<file path="src/core/gpio_sf_regs.svh">
// Register offsets, reset values and timing figures of the pin block
`ifndef GPIO_SF_REGS_SVH
`define GPIO_SF_REGS_SVH

`define ADDR_PIN_DIRECTION 8'h00
`define ADDR_PIN_VALUE 8'h01
`define ADDR_CHAINED_SELECT_ENABLE 8'h02
`define RST_PIN_DIRECTION 8'h00
`define RST_PIN_VALUE 8'h00
`define RST_CHAINED_SELECT_ENABLE 8'h00
`define RDATA_UNMAPPED 8'h00

`define PIN_COUNT 7
`define PIN_MUX0 0
`define PIN_MUX1 1
`define PIN_BUSY 2
`define PIN_FAULT 3
`define PIN_CLOCK 4
`define SELF_SLOT 3'h7

`define SYS_CLK_HZ 50000000
`define MASTER_HZ 1000000
`define CHOP_HZ 125000
`define CP_HZ 16000000
`define MASTER_DIV (`SYS_CLK_HZ / `MASTER_HZ)
`define CHOP_HALF_TICKS (`MASTER_HZ / `CHOP_HZ / 2)
`define CP_STEP (2 * `CP_HZ / `MASTER_HZ)
`define CP_MOD (`SYS_CLK_HZ / `MASTER_HZ)

`define CAL_FULL_MS 85
`define CAL_QUICK_MS 8
`define CAL_PERIOD_UNIT_MS 1000
`define CAL_FULL_TICKS (`CAL_FULL_MS * (`MASTER_HZ / 1000))
`define CAL_QUICK_TICKS (`CAL_QUICK_MS * (`MASTER_HZ / 1000))
`define CAL_PERIOD_UNIT_TICKS (`CAL_PERIOD_UNIT_MS * (`MASTER_HZ / 1000))
`define CAL_AMP_COUNT 4

`endif

</file>
<file path="src/core/gpio_sf_pkg.sv">
// Types shared by the pin block and its helpers
package gpio_sf_pkg;

   typedef struct packed {
      logic outside_mux_field_en;
      logic cal_busy_out;
      logic fault_int_out;
      logic int_clk_out;
      logic clock_input_enable;
   } special_function_config_t;

   typedef struct packed {
      logic clk_out_sel;
      logic clock_align_edge;
      logic [4:0] clk_div;
   } sync_cfg_t;

   typedef struct packed {
      logic cal_sel;
      logic [1:0] cal_rate;
   } cal_cfg_t;

   typedef struct packed {
      logic input_switch_a_first;
      logic input_switch_a_second;
      logic input_switch_b_first;
      logic input_switch_b_second;
      logic test_switch_first;
      logic test_switch_second;
   } switch_set_t;

   typedef enum logic [1:0] {
      CAL_IDLE = 2'b00,
      CAL_FULL = 2'b01,
      CAL_QUICK = 2'b10
   } cal_state_t;

endpackage

</file>
<file path="src/core/cal_sequencer.sv">
// Ripple calibration sequencer timed in master clock ticks
`timescale 1ns/1ns
`default_nettype none
`include "gpio_sf_regs.svh"
module cal_sequencer
   import gpio_sf_pkg::*;
#(
   parameter logic [23:0] FULL_TICKS = 24'(`CAL_FULL_TICKS),
   parameter logic [23:0] QUICK_TICKS = 24'(`CAL_QUICK_TICKS),
   parameter logic [23:0] PERIOD_TICKS = 24'(`CAL_PERIOD_UNIT_TICKS)
) (
   input wire logic clk,
   input wire logic srst,
   input wire logic tick,
   input wire logic start_full,
   input wire logic trigger,
   input wire cal_cfg_t cfg,
   output logic busy_r,
   output logic [1:0] amp_r,
   output logic all_r
);
   localparam logic [23:0] SLOT_TICKS = FULL_TICKS / 24'(`CAL_AMP_COUNT);
   localparam logic [1:0] LAST_AMP = 2'(`CAL_AMP_COUNT - 1);

   cal_state_t state_r, state_nxt;
   logic [23:0] cnt_r, cnt_nxt;
   logic [25:0] per_r, per_nxt;
   logic full_pend_r, full_pend_nxt;
   logic sel_pend_r, sel_pend_nxt;
   logic busy_nxt, all_nxt;
   logic [1:0] amp_nxt;
   logic [25:0] period;

   always_comb begin
      period = 26'(PERIOD_TICKS) * 26'(cfg.cal_rate);
      state_nxt = state_r;
      cnt_nxt = cnt_r;
      amp_nxt = amp_r;
      per_nxt = per_r;
      full_pend_nxt = full_pend_r | start_full;
      sel_pend_nxt = sel_pend_r | trigger;
      case (state_r)
         CAL_IDLE: begin
            cnt_nxt = 24'h0;
            amp_nxt = 2'h0;
            if (full_pend_r) begin
               state_nxt = CAL_FULL;
               full_pend_nxt = start_full;
               sel_pend_nxt = sel_pend_r & ~cfg.cal_sel | trigger;
            end else if (sel_pend_r) begin
               state_nxt = cfg.cal_sel ? CAL_FULL : CAL_QUICK;
               sel_pend_nxt = trigger;
            end
         end
         CAL_FULL: begin
            if (tick) begin
               if (cnt_r + 24'h1 >= SLOT_TICKS) begin
                  cnt_nxt = 24'h0;
                  // One amplifier after another
                  if (amp_r == LAST_AMP) begin
                     state_nxt = CAL_IDLE;
                  end else begin
                     amp_nxt = amp_r + 2'h1;
                  end
               end else begin
                  cnt_nxt = cnt_r + 24'h1;
               end
            end
         end
         CAL_QUICK: begin
            if (tick) begin
               if (cnt_r + 24'h1 >= QUICK_TICKS) begin
                  state_nxt = CAL_IDLE;
               end else begin
                  cnt_nxt = cnt_r + 24'h1;
               end
            end
         end
         default: state_nxt = CAL_IDLE;
      endcase
      // Periodic request, after the state logic so it is never dropped
      if (cfg.cal_rate == 2'h0) begin
         per_nxt = 26'h0;
      end else if (tick) begin
         if (per_r + 26'h1 >= period) begin
            per_nxt = 26'h0;
            sel_pend_nxt = 1'b1;
         end else begin
            per_nxt = per_r + 26'h1;
         end
      end
      busy_nxt = state_nxt != CAL_IDLE;
      all_nxt = state_nxt == CAL_QUICK;
   end

   always_ff @(posedge clk) begin
      if (srst) begin
         state_r <= CAL_IDLE;
         cnt_r <= 24'h0;
         per_r <= 26'h0;
         full_pend_r <= 1'b1;
         sel_pend_r <= 1'b0;
         busy_r <= 1'b0;
         amp_r <= 2'h0;
         all_r <= 1'b0;
      end else begin
         state_r <= state_nxt;
         cnt_r <= cnt_nxt;
         per_r <= per_nxt;
         full_pend_r <= full_pend_nxt;
         sel_pend_r <= sel_pend_nxt;
         busy_r <= busy_nxt;
         amp_r <= amp_nxt;
         all_r <= all_nxt;
      end
   end
endmodule
`default_nettype wire

</file>
<file path="src/core/chained_select.sv">
// Rotation of the host select over enabled pins and the device itself
`timescale 1ns/1ns
`default_nettype none
`include "gpio_sf_regs.svh"
module chained_select (
   input wire logic clk,
   input wire logic srst,
   input wire logic cs_n,
   input wire logic [6:0] en,
   output logic [6:0] pin_cs_n_r,
   output logic self_sel_r,
   output logic [2:0] ptr_r
);
   logic [2:0] ptr_nxt;
   logic [6:0] en_r;
   logic cs_prev_r;
   logic [6:0] pin_cs_n_nxt;
   logic self_sel_nxt;

   function automatic logic [2:0] next_slot(input logic [6:0] mask, input logic [3:0] from);
      logic [2:0] slot;
      slot = `SELF_SLOT;
      for (int i = `PIN_COUNT - 1; i >= 0; i--) begin
         if (mask[i] && 4'(i) >= from) begin
            slot = 3'(i);
         end
      end
      return slot;
   endfunction

   always_comb begin
      ptr_nxt = ptr_r;
      if (en != en_r) begin
         ptr_nxt = next_slot(en, 4'h0);
      end else if (!cs_prev_r && cs_n) begin
         // Last slot of the round is the device itself
         if (ptr_r == `SELF_SLOT) begin
            ptr_nxt = next_slot(en, 4'h0);
         end else begin
            ptr_nxt = next_slot(en, 4'(ptr_r) + 4'h1);
         end
      end
      for (int i = 0; i < `PIN_COUNT; i++) begin
         pin_cs_n_nxt[i] = !(ptr_r == 3'(i) && !cs_n);
      end
      self_sel_nxt = ptr_r == `SELF_SLOT && !cs_n;
   end

   always_ff @(posedge clk) begin
      if (srst) begin
         ptr_r <= `SELF_SLOT;
         en_r <= 7'h00;
         cs_prev_r <= 1'b1;
         pin_cs_n_r <= 7'h7F;
         self_sel_r <= 1'b0;
      end else begin
         ptr_r <= ptr_nxt;
         en_r <= en;
         cs_prev_r <= cs_n;
         pin_cs_n_r <= pin_cs_n_nxt;
         self_sel_r <= self_sel_nxt;
      end
   end
endmodule
`default_nettype wire

</file>
<file path="src/core/gpio_special_functions_scs.sv">
// General pins with special functions, clocking, calibration and chained select
// Notes on behaviour
// - Full calibration runs after power-on, supply undervoltage and soft reset.
// - During calibration outside switches open, test switches close, then restore.
// - Full calibration steps amplifiers one at a time, about 85 ms.
// - Quick calibration treats all amplifiers together, about 8 ms.
// - One select bit picks full or quick for scheduled and triggered runs.
// - Nonzero rate field repeats calibration periodically; zero means none.
// - Trigger bit starts one calibration of the selected type.
// - Direction bit per pin, one means output.
// - Value bit drives output pins; reads return input pin levels and the stored value of output pins.
// - Mux mode drives pins 0 and 1 from the mux field.
// - Busy mode drives pin 2 high while calibrating.
// - Fault mode drives pin 3 with the OR of all error bits and the undervoltage flag.
// - Pin 4 outputs chopping clock or master clock by select bit.
// - Pin 4 input clock, 1 to 31 MHz, divided to 1 MHz master.
// - Edge select: one syncs on rising edge, zero on falling.
// - Chopping and charge pump clocks derive from the master clock.
// - Chained select refused on pins holding a special function.
// - Host select pulses rotate over enabled pins ascending, then the device.
// - Serial data output released whenever the device is not addressed.
// - Undervoltage flag raised when either high supply falls below 8 V.
`timescale 1ns/1ns
`default_nettype none
`include "gpio_sf_regs.svh"
module gpio_special_functions_scs
   import gpio_sf_pkg::*;
#(
   parameter logic [23:0] CAL_FULL_TICKS = 24'(`CAL_FULL_TICKS),
   parameter logic [23:0] CAL_QUICK_TICKS = 24'(`CAL_QUICK_TICKS),
   parameter logic [23:0] CAL_PERIOD_TICKS = 24'(`CAL_PERIOD_UNIT_TICKS)
) (
   input wire logic clk,
   input wire logic srst,
   input wire logic reg_wr,
   input wire logic [7:0] reg_addr,
   input wire logic [7:0] reg_wdata,
   output logic [7:0] reg_rdata_r,
   input wire special_function_config_t special_function_config,
   input wire sync_cfg_t sync_cfg,
   input wire cal_cfg_t cal_cfg,
   input wire logic calibration_trigger,
   input wire logic soft_reset,
   input wire logic [1:0] outside_mux_field,
   input wire logic [15:0] error_bits,
   input wire logic vddh_below_8v,
   input wire logic vssh_below_8v,
   input wire switch_set_t switch_request,
   output switch_set_t switch_r,
   input wire logic [6:0] general_pin_i,
   output logic [6:0] general_pin_o_r,
   output logic [6:0] general_pin_oe_r,
   input wire logic host_cs_n,
   input wire logic sdo_i,
   output logic sdo_o_r,
   output logic sdo_oe_r,
   output logic self_selected_r,
   output logic hv_supply_undervoltage_r,
   output logic cal_busy_r,
   output logic [1:0] cal_amp_r,
   output logic cal_all_r,
   output logic master_tick_r,
   output logic chop_clk_r,
   output logic cp_clk_r
);
   // ------------------------------------------------------------
   // Registers
   // ------------------------------------------------------------
   logic [7:0] pin_direction_r, pin_direction_nxt;
   logic [7:0] pin_value_r, pin_value_nxt;
   logic [7:0] chained_select_enable_r, chained_select_enable_nxt;
   logic [7:0] reg_rdata_nxt;
   logic [7:0] sf_pins;
   logic [7:0] pin_read;

   // Pins already held by a special function
   always_comb begin
      sf_pins = 8'h00;
      sf_pins[`PIN_MUX0] = special_function_config.outside_mux_field_en;
      sf_pins[`PIN_MUX1] = special_function_config.outside_mux_field_en;
      sf_pins[`PIN_BUSY] = special_function_config.cal_busy_out;
      sf_pins[`PIN_FAULT] = special_function_config.fault_int_out;
      sf_pins[`PIN_CLOCK] = special_function_config.int_clk_out | special_function_config.clock_input_enable;
   end

   always_comb begin
      pin_direction_nxt = pin_direction_r;
      pin_value_nxt = pin_value_r;
      chained_select_enable_nxt = chained_select_enable_r;
      if (reg_wr) begin
         if (reg_addr == `ADDR_PIN_DIRECTION) begin
            pin_direction_nxt = {1'b0, reg_wdata[6:0]};
         end else if (reg_addr == `ADDR_PIN_VALUE) begin
            pin_value_nxt = {1'b0, reg_wdata[6:0]};
         end else if (reg_addr == `ADDR_CHAINED_SELECT_ENABLE) begin
            chained_select_enable_nxt = {1'b0, reg_wdata[6:0] & ~sf_pins[6:0]};
         end
      end
      // Input pins read their level, output pins their stored value
      pin_read = {1'b0, (pin_value_r[6:0] & pin_direction_r[6:0])
                        | (general_pin_i & ~pin_direction_r[6:0])};
      if (reg_addr == `ADDR_PIN_DIRECTION) begin
         reg_rdata_nxt = pin_direction_r;
      end else if (reg_addr == `ADDR_PIN_VALUE) begin
         reg_rdata_nxt = pin_read;
      end else if (reg_addr == `ADDR_CHAINED_SELECT_ENABLE) begin
         reg_rdata_nxt = chained_select_enable_r;
      end else begin
         reg_rdata_nxt = `RDATA_UNMAPPED;
      end
   end

   always_ff @(posedge clk) begin
      if (srst) begin
         pin_direction_r <= `RST_PIN_DIRECTION;
         pin_value_r <= `RST_PIN_VALUE;
         chained_select_enable_r <= `RST_CHAINED_SELECT_ENABLE;
         reg_rdata_r <= `RDATA_UNMAPPED;
      end else begin
         pin_direction_r <= pin_direction_nxt;
         pin_value_r <= pin_value_nxt;
         chained_select_enable_r <= chained_select_enable_nxt;
         reg_rdata_r <= reg_rdata_nxt;
      end
   end

   // ------------------------------------------------------------
   // Master clock, internal or from pin 4
   // ------------------------------------------------------------
   logic [5:0] int_div_r, int_div_nxt;
   logic int_lvl_r, int_lvl_nxt;
   logic ext_prev_r, ext_prev_nxt;
   logic [4:0] ext_cnt_r, ext_cnt_nxt;
   logic master_tick_nxt;
   logic use_ext;
   logic ext_edge;
   logic int_tick;
   logic [4:0] ext_div;

   always_comb begin
      use_ext = special_function_config.clock_input_enable && !pin_direction_r[`PIN_CLOCK];
      ext_div = (sync_cfg.clk_div == 5'h00) ? 5'h01 : sync_cfg.clk_div;
      ext_prev_nxt = general_pin_i[`PIN_CLOCK];
      // Chosen edge of the outside clock
      if (sync_cfg.clock_align_edge) begin
         ext_edge = !ext_prev_r && general_pin_i[`PIN_CLOCK];
      end else begin
         ext_edge = ext_prev_r && !general_pin_i[`PIN_CLOCK];
      end
      int_tick = int_div_r == 6'(`MASTER_DIV - 1);
      int_div_nxt = int_tick ? 6'h00 : int_div_r + 6'h01;
      int_lvl_nxt = int_lvl_r;
      if (int_div_r == 6'(`MASTER_DIV / 2 - 1) || int_tick) begin
         int_lvl_nxt = !int_lvl_r;
      end
      ext_cnt_nxt = ext_cnt_r;
      master_tick_nxt = 1'b0;
      if (use_ext) begin
         if (ext_edge) begin
            if (ext_cnt_r + 5'h01 >= ext_div) begin
               ext_cnt_nxt = 5'h00;
               master_tick_nxt = 1'b1;
            end else begin
               ext_cnt_nxt = ext_cnt_r + 5'h01;
            end
         end
      end else begin
         ext_cnt_nxt = 5'h00;
         master_tick_nxt = int_tick;
      end
   end

   always_ff @(posedge clk) begin
      if (srst) begin
         int_div_r <= 6'h00;
         int_lvl_r <= 1'b0;
         ext_prev_r <= 1'b0;
         ext_cnt_r <= 5'h00;
         master_tick_r <= 1'b0;
      end else begin
         int_div_r <= int_div_nxt;
         int_lvl_r <= int_lvl_nxt;
         ext_prev_r <= ext_prev_nxt;
         ext_cnt_r <= ext_cnt_nxt;
         master_tick_r <= master_tick_nxt;
      end
   end

   // ------------------------------------------------------------
   // Chopping and charge pump clocks
   // ------------------------------------------------------------
   logic [1:0] chop_cnt_r, chop_cnt_nxt;
   logic chop_clk_nxt;
   logic [5:0] cp_acc_r, cp_acc_nxt;
   logic cp_clk_nxt;
   logic [6:0] cp_sum;

   always_comb begin
      chop_cnt_nxt = chop_cnt_r;
      chop_clk_nxt = chop_clk_r;
      if (master_tick_r) begin
         if (chop_cnt_r == 2'(`CHOP_HALF_TICKS - 1)) begin
            chop_cnt_nxt = 2'h0;
            chop_clk_nxt = !chop_clk_r;
         end else begin
            chop_cnt_nxt = chop_cnt_r + 2'h1;
         end
      end
      // Fractional step gives 31 toggles per master period, the accumulator clearing on each tick
      cp_sum = 7'(cp_acc_r) + 7'(`CP_STEP);
      cp_clk_nxt = cp_clk_r;
      if (master_tick_r) begin
         cp_acc_nxt = 6'h00;
      end else if (cp_sum >= 7'(`CP_MOD)) begin
         cp_acc_nxt = 6'(cp_sum - 7'(`CP_MOD));
         cp_clk_nxt = !cp_clk_r;
      end else begin
         cp_acc_nxt = 6'(cp_sum);
      end
   end

   always_ff @(posedge clk) begin
      if (srst) begin
         chop_cnt_r <= 2'h0;
         chop_clk_r <= 1'b0;
         cp_acc_r <= 6'h00;
         cp_clk_r <= 1'b0;
      end else begin
         chop_cnt_r <= chop_cnt_nxt;
         chop_clk_r <= chop_clk_nxt;
         cp_acc_r <= cp_acc_nxt;
         cp_clk_r <= cp_clk_nxt;
      end
   end

   // ------------------------------------------------------------
   // Undervoltage flag and calibration
   // ------------------------------------------------------------
   logic hv_nxt;
   logic hv_event;
   logic cal_start_full;

   always_comb begin
      hv_nxt = vddh_below_8v | vssh_below_8v;
      hv_event = hv_nxt && !hv_supply_undervoltage_r;
      cal_start_full = hv_event | soft_reset;
   end

   always_ff @(posedge clk) begin
      if (srst) begin
         hv_supply_undervoltage_r <= 1'b0;
      end else begin
         hv_supply_undervoltage_r <= hv_nxt;
      end
   end

   cal_sequencer #(
      .FULL_TICKS(CAL_FULL_TICKS),
      .QUICK_TICKS(CAL_QUICK_TICKS),
      .PERIOD_TICKS(CAL_PERIOD_TICKS)
   ) u_cal (
      .clk(clk),
      .srst(srst),
      .tick(master_tick_r),
      .start_full(cal_start_full),
      .trigger(calibration_trigger),
      .cfg(cal_cfg),
      .busy_r(cal_busy_r),
      .amp_r(cal_amp_r),
      .all_r(cal_all_r)
   );

   // Switch override while calibrating
   switch_set_t switch_nxt;

   always_comb begin
      switch_nxt = switch_request;
      if (cal_busy_r) begin
         switch_nxt.input_switch_a_first = 1'b0;
         switch_nxt.input_switch_a_second = 1'b0;
         switch_nxt.input_switch_b_first = 1'b0;
         switch_nxt.input_switch_b_second = 1'b0;
         switch_nxt.test_switch_first = 1'b1;
         switch_nxt.test_switch_second = 1'b1;
      end
   end

   always_ff @(posedge clk) begin
      if (srst) begin
         switch_r <= '0;
      end else begin
         switch_r <= switch_nxt;
      end
   end

   // ------------------------------------------------------------
   // Chained select
   // ------------------------------------------------------------
   logic [6:0] scs_cs_n;
   logic scs_self;
   logic scs_active;

   chained_select u_scs (
      .clk(clk),
      .srst(srst),
      .cs_n(host_cs_n),
      .en(chained_select_enable_r[6:0] & pin_direction_r[6:0]),
      .pin_cs_n_r(scs_cs_n),
      .self_sel_r(scs_self),
      .ptr_r()
   );

   // ------------------------------------------------------------
   // Pin drive and serial output
   // ------------------------------------------------------------
   logic [6:0] pin_o_nxt;
   logic [6:0] pin_oe_nxt;
   logic self_nxt;

   always_comb begin
      scs_active = |chained_select_enable_r[6:0];
      pin_oe_nxt = pin_direction_r[6:0];
      pin_o_nxt = pin_value_r[6:0];
      for (int i = 0; i < `PIN_COUNT; i++) begin
         if (chained_select_enable_r[i]) begin
            pin_o_nxt[i] = scs_cs_n[i];
         end
      end
      if (special_function_config.outside_mux_field_en) begin
         pin_o_nxt[`PIN_MUX0] = outside_mux_field[0];
         pin_o_nxt[`PIN_MUX1] = outside_mux_field[1];
      end
      if (special_function_config.cal_busy_out) begin
         pin_o_nxt[`PIN_BUSY] = cal_busy_r;
      end
      if (special_function_config.fault_int_out) begin
         pin_o_nxt[`PIN_FAULT] = (|error_bits) | hv_supply_undervoltage_r;
      end
      if (special_function_config.int_clk_out && !special_function_config.clock_input_enable) begin
         pin_o_nxt[`PIN_CLOCK] = sync_cfg.clk_out_sel ? chop_clk_r : int_lvl_r;
      end
      pin_o_nxt = pin_o_nxt & pin_oe_nxt;
      self_nxt = scs_active ? scs_self : !host_cs_n;
   end

   always_ff @(posedge clk) begin
      if (srst) begin
         general_pin_o_r <= 7'h00;
         general_pin_oe_r <= 7'h00;
         self_selected_r <= 1'b0;
         sdo_o_r <= 1'b0;
         sdo_oe_r <= 1'b0;
      end else begin
         general_pin_o_r <= pin_o_nxt;
         general_pin_oe_r <= pin_oe_nxt;
         self_selected_r <= self_nxt;
         sdo_o_r <= sdo_i;
         sdo_oe_r <= self_nxt;
      end
   end
endmodule
`default_nettype wire

</file>
<file path="config.mk">
export PLATFORM = sky130hd
export DESIGN_NAME = gpio_special_functions_scs
export DESIGN_NICKNAME = d
export VERILOG_FILES = /design/src/core/gpio_sf_pkg.sv /design/src/core/cal_sequencer.sv /design/src/core/chained_select.sv /design/src/core/gpio_special_functions_scs.sv
export VERILOG_INCLUDE_DIRS = /design/src /design/src/core
export SDC_FILE = /design/constraint.sdc
export NUM_CORES = 1
export LEC_CHECK = 0
export ABC_AREA = 1
export BUFFER_PORTS_ARGS = -buffer_cell sky130_fd_sc_hd__buf_2
export CORE_ASPECT_RATIO = 1.5
export CORE_UTILIZATION = 25
export CTS_CLUSTER_SIZE = 28
export DETAILED_ROUTE_END_ITERATION = 16
export GPL_ROUTABILITY_DRIVEN = 0
export PLACE_DENSITY = 0.42
export SETUP_SLACK_MARGIN = 0.15
export SLEW_MARGIN = 40
export SYNTH_ARGS = -nofsm -noshare
export SYNTH_HDL_FRONTEND = slang
export SYNTH_SLANG_ARGS = --single-unit
</file>
<file path="constraint.sdc">
create_clock -name clk -period 3.7 [get_ports clk]
set_input_delay 0.37 -clock clk [delete_from_list [all_inputs] [get_ports clk]]
set_output_delay 0.37 -clock clk [all_outputs]
set_load 0.005 [all_outputs]
</file>
==> impl_metrics.env <==
export IMPL_status="finished, final reports clean"
export IMPL_reg_top3="u_cal.per_r: 26 flops, u_cal.cnt_r: 24 flops"
export IMPL_fp_dieW_um=149
export IMPL_clock_latency_ns=0.44
export IMPL_required_ns=4.07
export IMPL_relSlewSlack_pct=51.3
export IMPL_start_util_pct=25.5
export IMPL_ys_warn_count=0
export IMPL_die_y_um=223
export IMPL_critPathSlowestCell="dfxtp_1"
export IMPL_core_mm2=0.0318
export IMPL_postSynthCellCount=1145
export IMPL_nets=1371
export IMPL_hold_class="primary input to register"
export IMPL_ys_ff_latch=151
export IMPL_portBuffers=107
export IMPL_grt_max_degree=58
export IMPL_crit_top_cell="nand2_1"
export IMPL_num_io_pins=110
export IMPL_antenna_found_initial=1
export IMPL_powerDensity_mw_per_mm2=406
export IMPL_skew_ns=0.0150
export IMPL_insertedDiodeCount=0
export IMPL_arrival_ns=3.54
export IMPL_place_inst=1648
export IMPL_max_stage_delay_ns=0.40
export IMPL_drt_total_wl_um=23500
export IMPL_dieArea_mm2=0.0332
export IMPL_ys_seq_area_share_pct=37.3
export IMPL_synth_area_mm2=0.00811
export IMPL_finalCriticalPeriod_ns=3.17
export IMPL_cts_inserted_buffers=17
export IMPL_grt_pass1_wl_um=37800
export IMPL_setup_tns_final_ns=0
export IMPL_ys_flop_type="dfxtp_1"
export IMPL_dr_pass1_iters=4
export IMPL_min_delay_path_depth=3
export IMPL_synth_area_top_cells="dfxtp_1 (37%), nand2_1 (11%), nor2_1 (7.3%)"
export IMPL_startpoint_type="register"
export IMPL_vias_per_cell=4.46
export IMPL_worst_pin_slew_ns=0.730
export IMPL_crit_chain="nand3_1 -> nor2_2 -> nand2_1 -> nor2_1 -> nand2_1 -> nor3_4 -> nand2_1 -> xor2_1 -> ha_1 -> a21oi_1 -> nor2_1 -> a211oi_1 -> nand4_1 -> nor3_4 -> nand2_1 -> nand2_1 -> nand2_4 -> nor2_1"
export IMPL_async_reset_ff_share_pct=0
export IMPL_period_share_pct=85.8
export IMPL_clockBufferDepth=2
export IMPL_whs_ns=0.126
export IMPL_row_count=80
export IMPL_slew_viol_final=0
export IMPL_syn_num_nets=1259
export IMPL_root_buffer="clkbuf_16"
export IMPL_cap_violations=0
export IMPL_vias=7481
export IMPL_wl_per_cell_um=14.0
export IMPL_grt_overflow=0
export IMPL_yosys_top_cells_count="nand2_1 (247), nor2_1 (157), dfxtp_1 (151)"
export IMPL_rsz0062_at_grt="false"
export IMPL_area_growth_pct=20.1
export IMPL_clock_sinks=151
export IMPL_ant_nets=0
export IMPL_critPathKind="register to register"
export IMPL_syn_avg_cell_area_um2=7.08
export IMPL_setup_viol=0
export IMPL_first_iter_violations=245
export IMPL_h_tree_depth=4
export IMPL_fmax_mhz=315
export IMPL_drive_gt1_share_pct=14.7
export IMPL_finalNonFillerCells=1679
export IMPL_yosysUniqueCellTypes=53
export IMPL_utilization_pct=30.6
export IMPL_finalHoldViolations=0
export IMPL_placed_cell_area_mm2=0.00911
export IMPL_grt_pass1_vias=7446
export IMPL_stdcell_area_mm2=0.00974
export IMPL_hold_buffers=0
export IMPL_drc=0
export IMPL_synth_top_area_share_pct=37.3
export IMPL_yosys_area_top_type="dfxtp_1"
export IMPL_peakVddDrop_mv=0.400
export IMPL_synth_most_common_cell="nand2_1"
export IMPL_num_fill_cells=3547
export IMPL_synth_edf_count=0
export IMPL_dp_hpwl_um=17700
export IMPL_regMostFlops="u_cal.per_r"
export IMPL_critPathMaxFanout=17
export IMPL_reg2regPathDepth=18
export IMPL_cts_tree="done"
export IMPL_clkTransAtPathRegs_ns=0.06
export IMPL_r2r_slack_ns=0.53
export IMPL_endpoint_kind="register"
export IMPL_gr_usage_all_layers_pct=14.8
export IMPL_largest_reg_flops=26
export IMPL_power_leakage_nw=4.31
## power breakdown
| group | total, mW | internal, mW | switching [mW] | leakage [nW] |
|---|---|---|---|---|
| clock network | 1.86 | 1.11 | 0.759 | 0.303 |
| registers | 1.72 | 1.68 | 0.0391 | 1.22 |
| logic | 0.376 | 0.139 | 0.237 | 2.78 |
| total | 3.96 | 2.92 | 1.04 | 4.31 |
## metal layers
layer	up-vias	global-route usage (%)	wire (µm)
li1	3926	-	-
met3	27	2.40	751
met4	2	6.35	482
met1	3419	16.2	9830
met2	107	27.7	12400
met5	-	0	13
## path summary, 6_finish.rpt
path / startpoint / end
min reg2reg: cp_clk_r / cp_clk_r
max: u_cal.per_r[0] / u_cal.per_r[2]
max reg2reg: u_cal.per_r[0] / u_cal.per_r[2]
min: soft_reset / u_cal.full_pend_r
## through the flow
step | total power, mW | setup WS [ns]
3_5_place_dp | 2.14 | 0.221
2_1_floorplan | 2.00 | 0.751
3_3_place_gp | 2.13 | 0.255
6_report | 3.96 | 0.527
5_1_grt | 4.14 | 0.145
4_1_cts | 4.03 | 0.192
## area by class of cell
cell class	count	area, µm²	area share [%]
Multi-Input combinational cell	815	4400	45.2
Clock buffer	19	453	4.65
Inverter	155	582	5.97
Timing Repair Buffer	117	611	6.27
Sequential cell	151	3020	31.0
Tap cell	410	513	5.26
Clock inverter	12	163	1.67
## cell usage in the layout (no fill, tap or decap), types with 9 or more instances in the layout
cell and n:
a21oi_1 65, nor2_1 157, xnor2_1 10, o21ai_0 53
nand4_1 19, clkbuf_16 17, nand3_1 65, dfxtp_1 151
buf_4 10, buf_2 107, nor4_1 9, inv_1 150
xor2_1 28, nor3_1 23, nand2_1 247, a211oi_1 9
nor2_2 9, ha_1 43
## critical path, delay by kind of cell (launching register included)
kind	cells	cell delay, ns
AO/OA/AOI/OAI	2	0.33
XOR/XNOR	1	0.16
flip-flops	1	0.40
adder cells (fa/ha/maj)	1	0.32
AND/OR/NAND/NOR	14	1.89
## logic make-up (layout without fill, tap and decap cells)
logic type | Yosys count | in the layout | share of synthesized area [%]
compound gates | 163 | 163 | 11.7
xor+xnor | 39 | 39 | 4.30
fa+ha+maj | 43 | 43 | 6.63
buf+inv | 179 | 303 | 8.67
flops | 151 | 151 | 37.3
mux | 8 | 8 | 0.987
other cells | 1 | 1 | 0.0462
simple gates | 561 | 561 | 30.4
## repair_timing
item	in CTS	in global routing
setup endpoints to repair	0	18
gates resized for setup	0	3
setup buffers	0	0
Power figures use the tool's default switching activity.
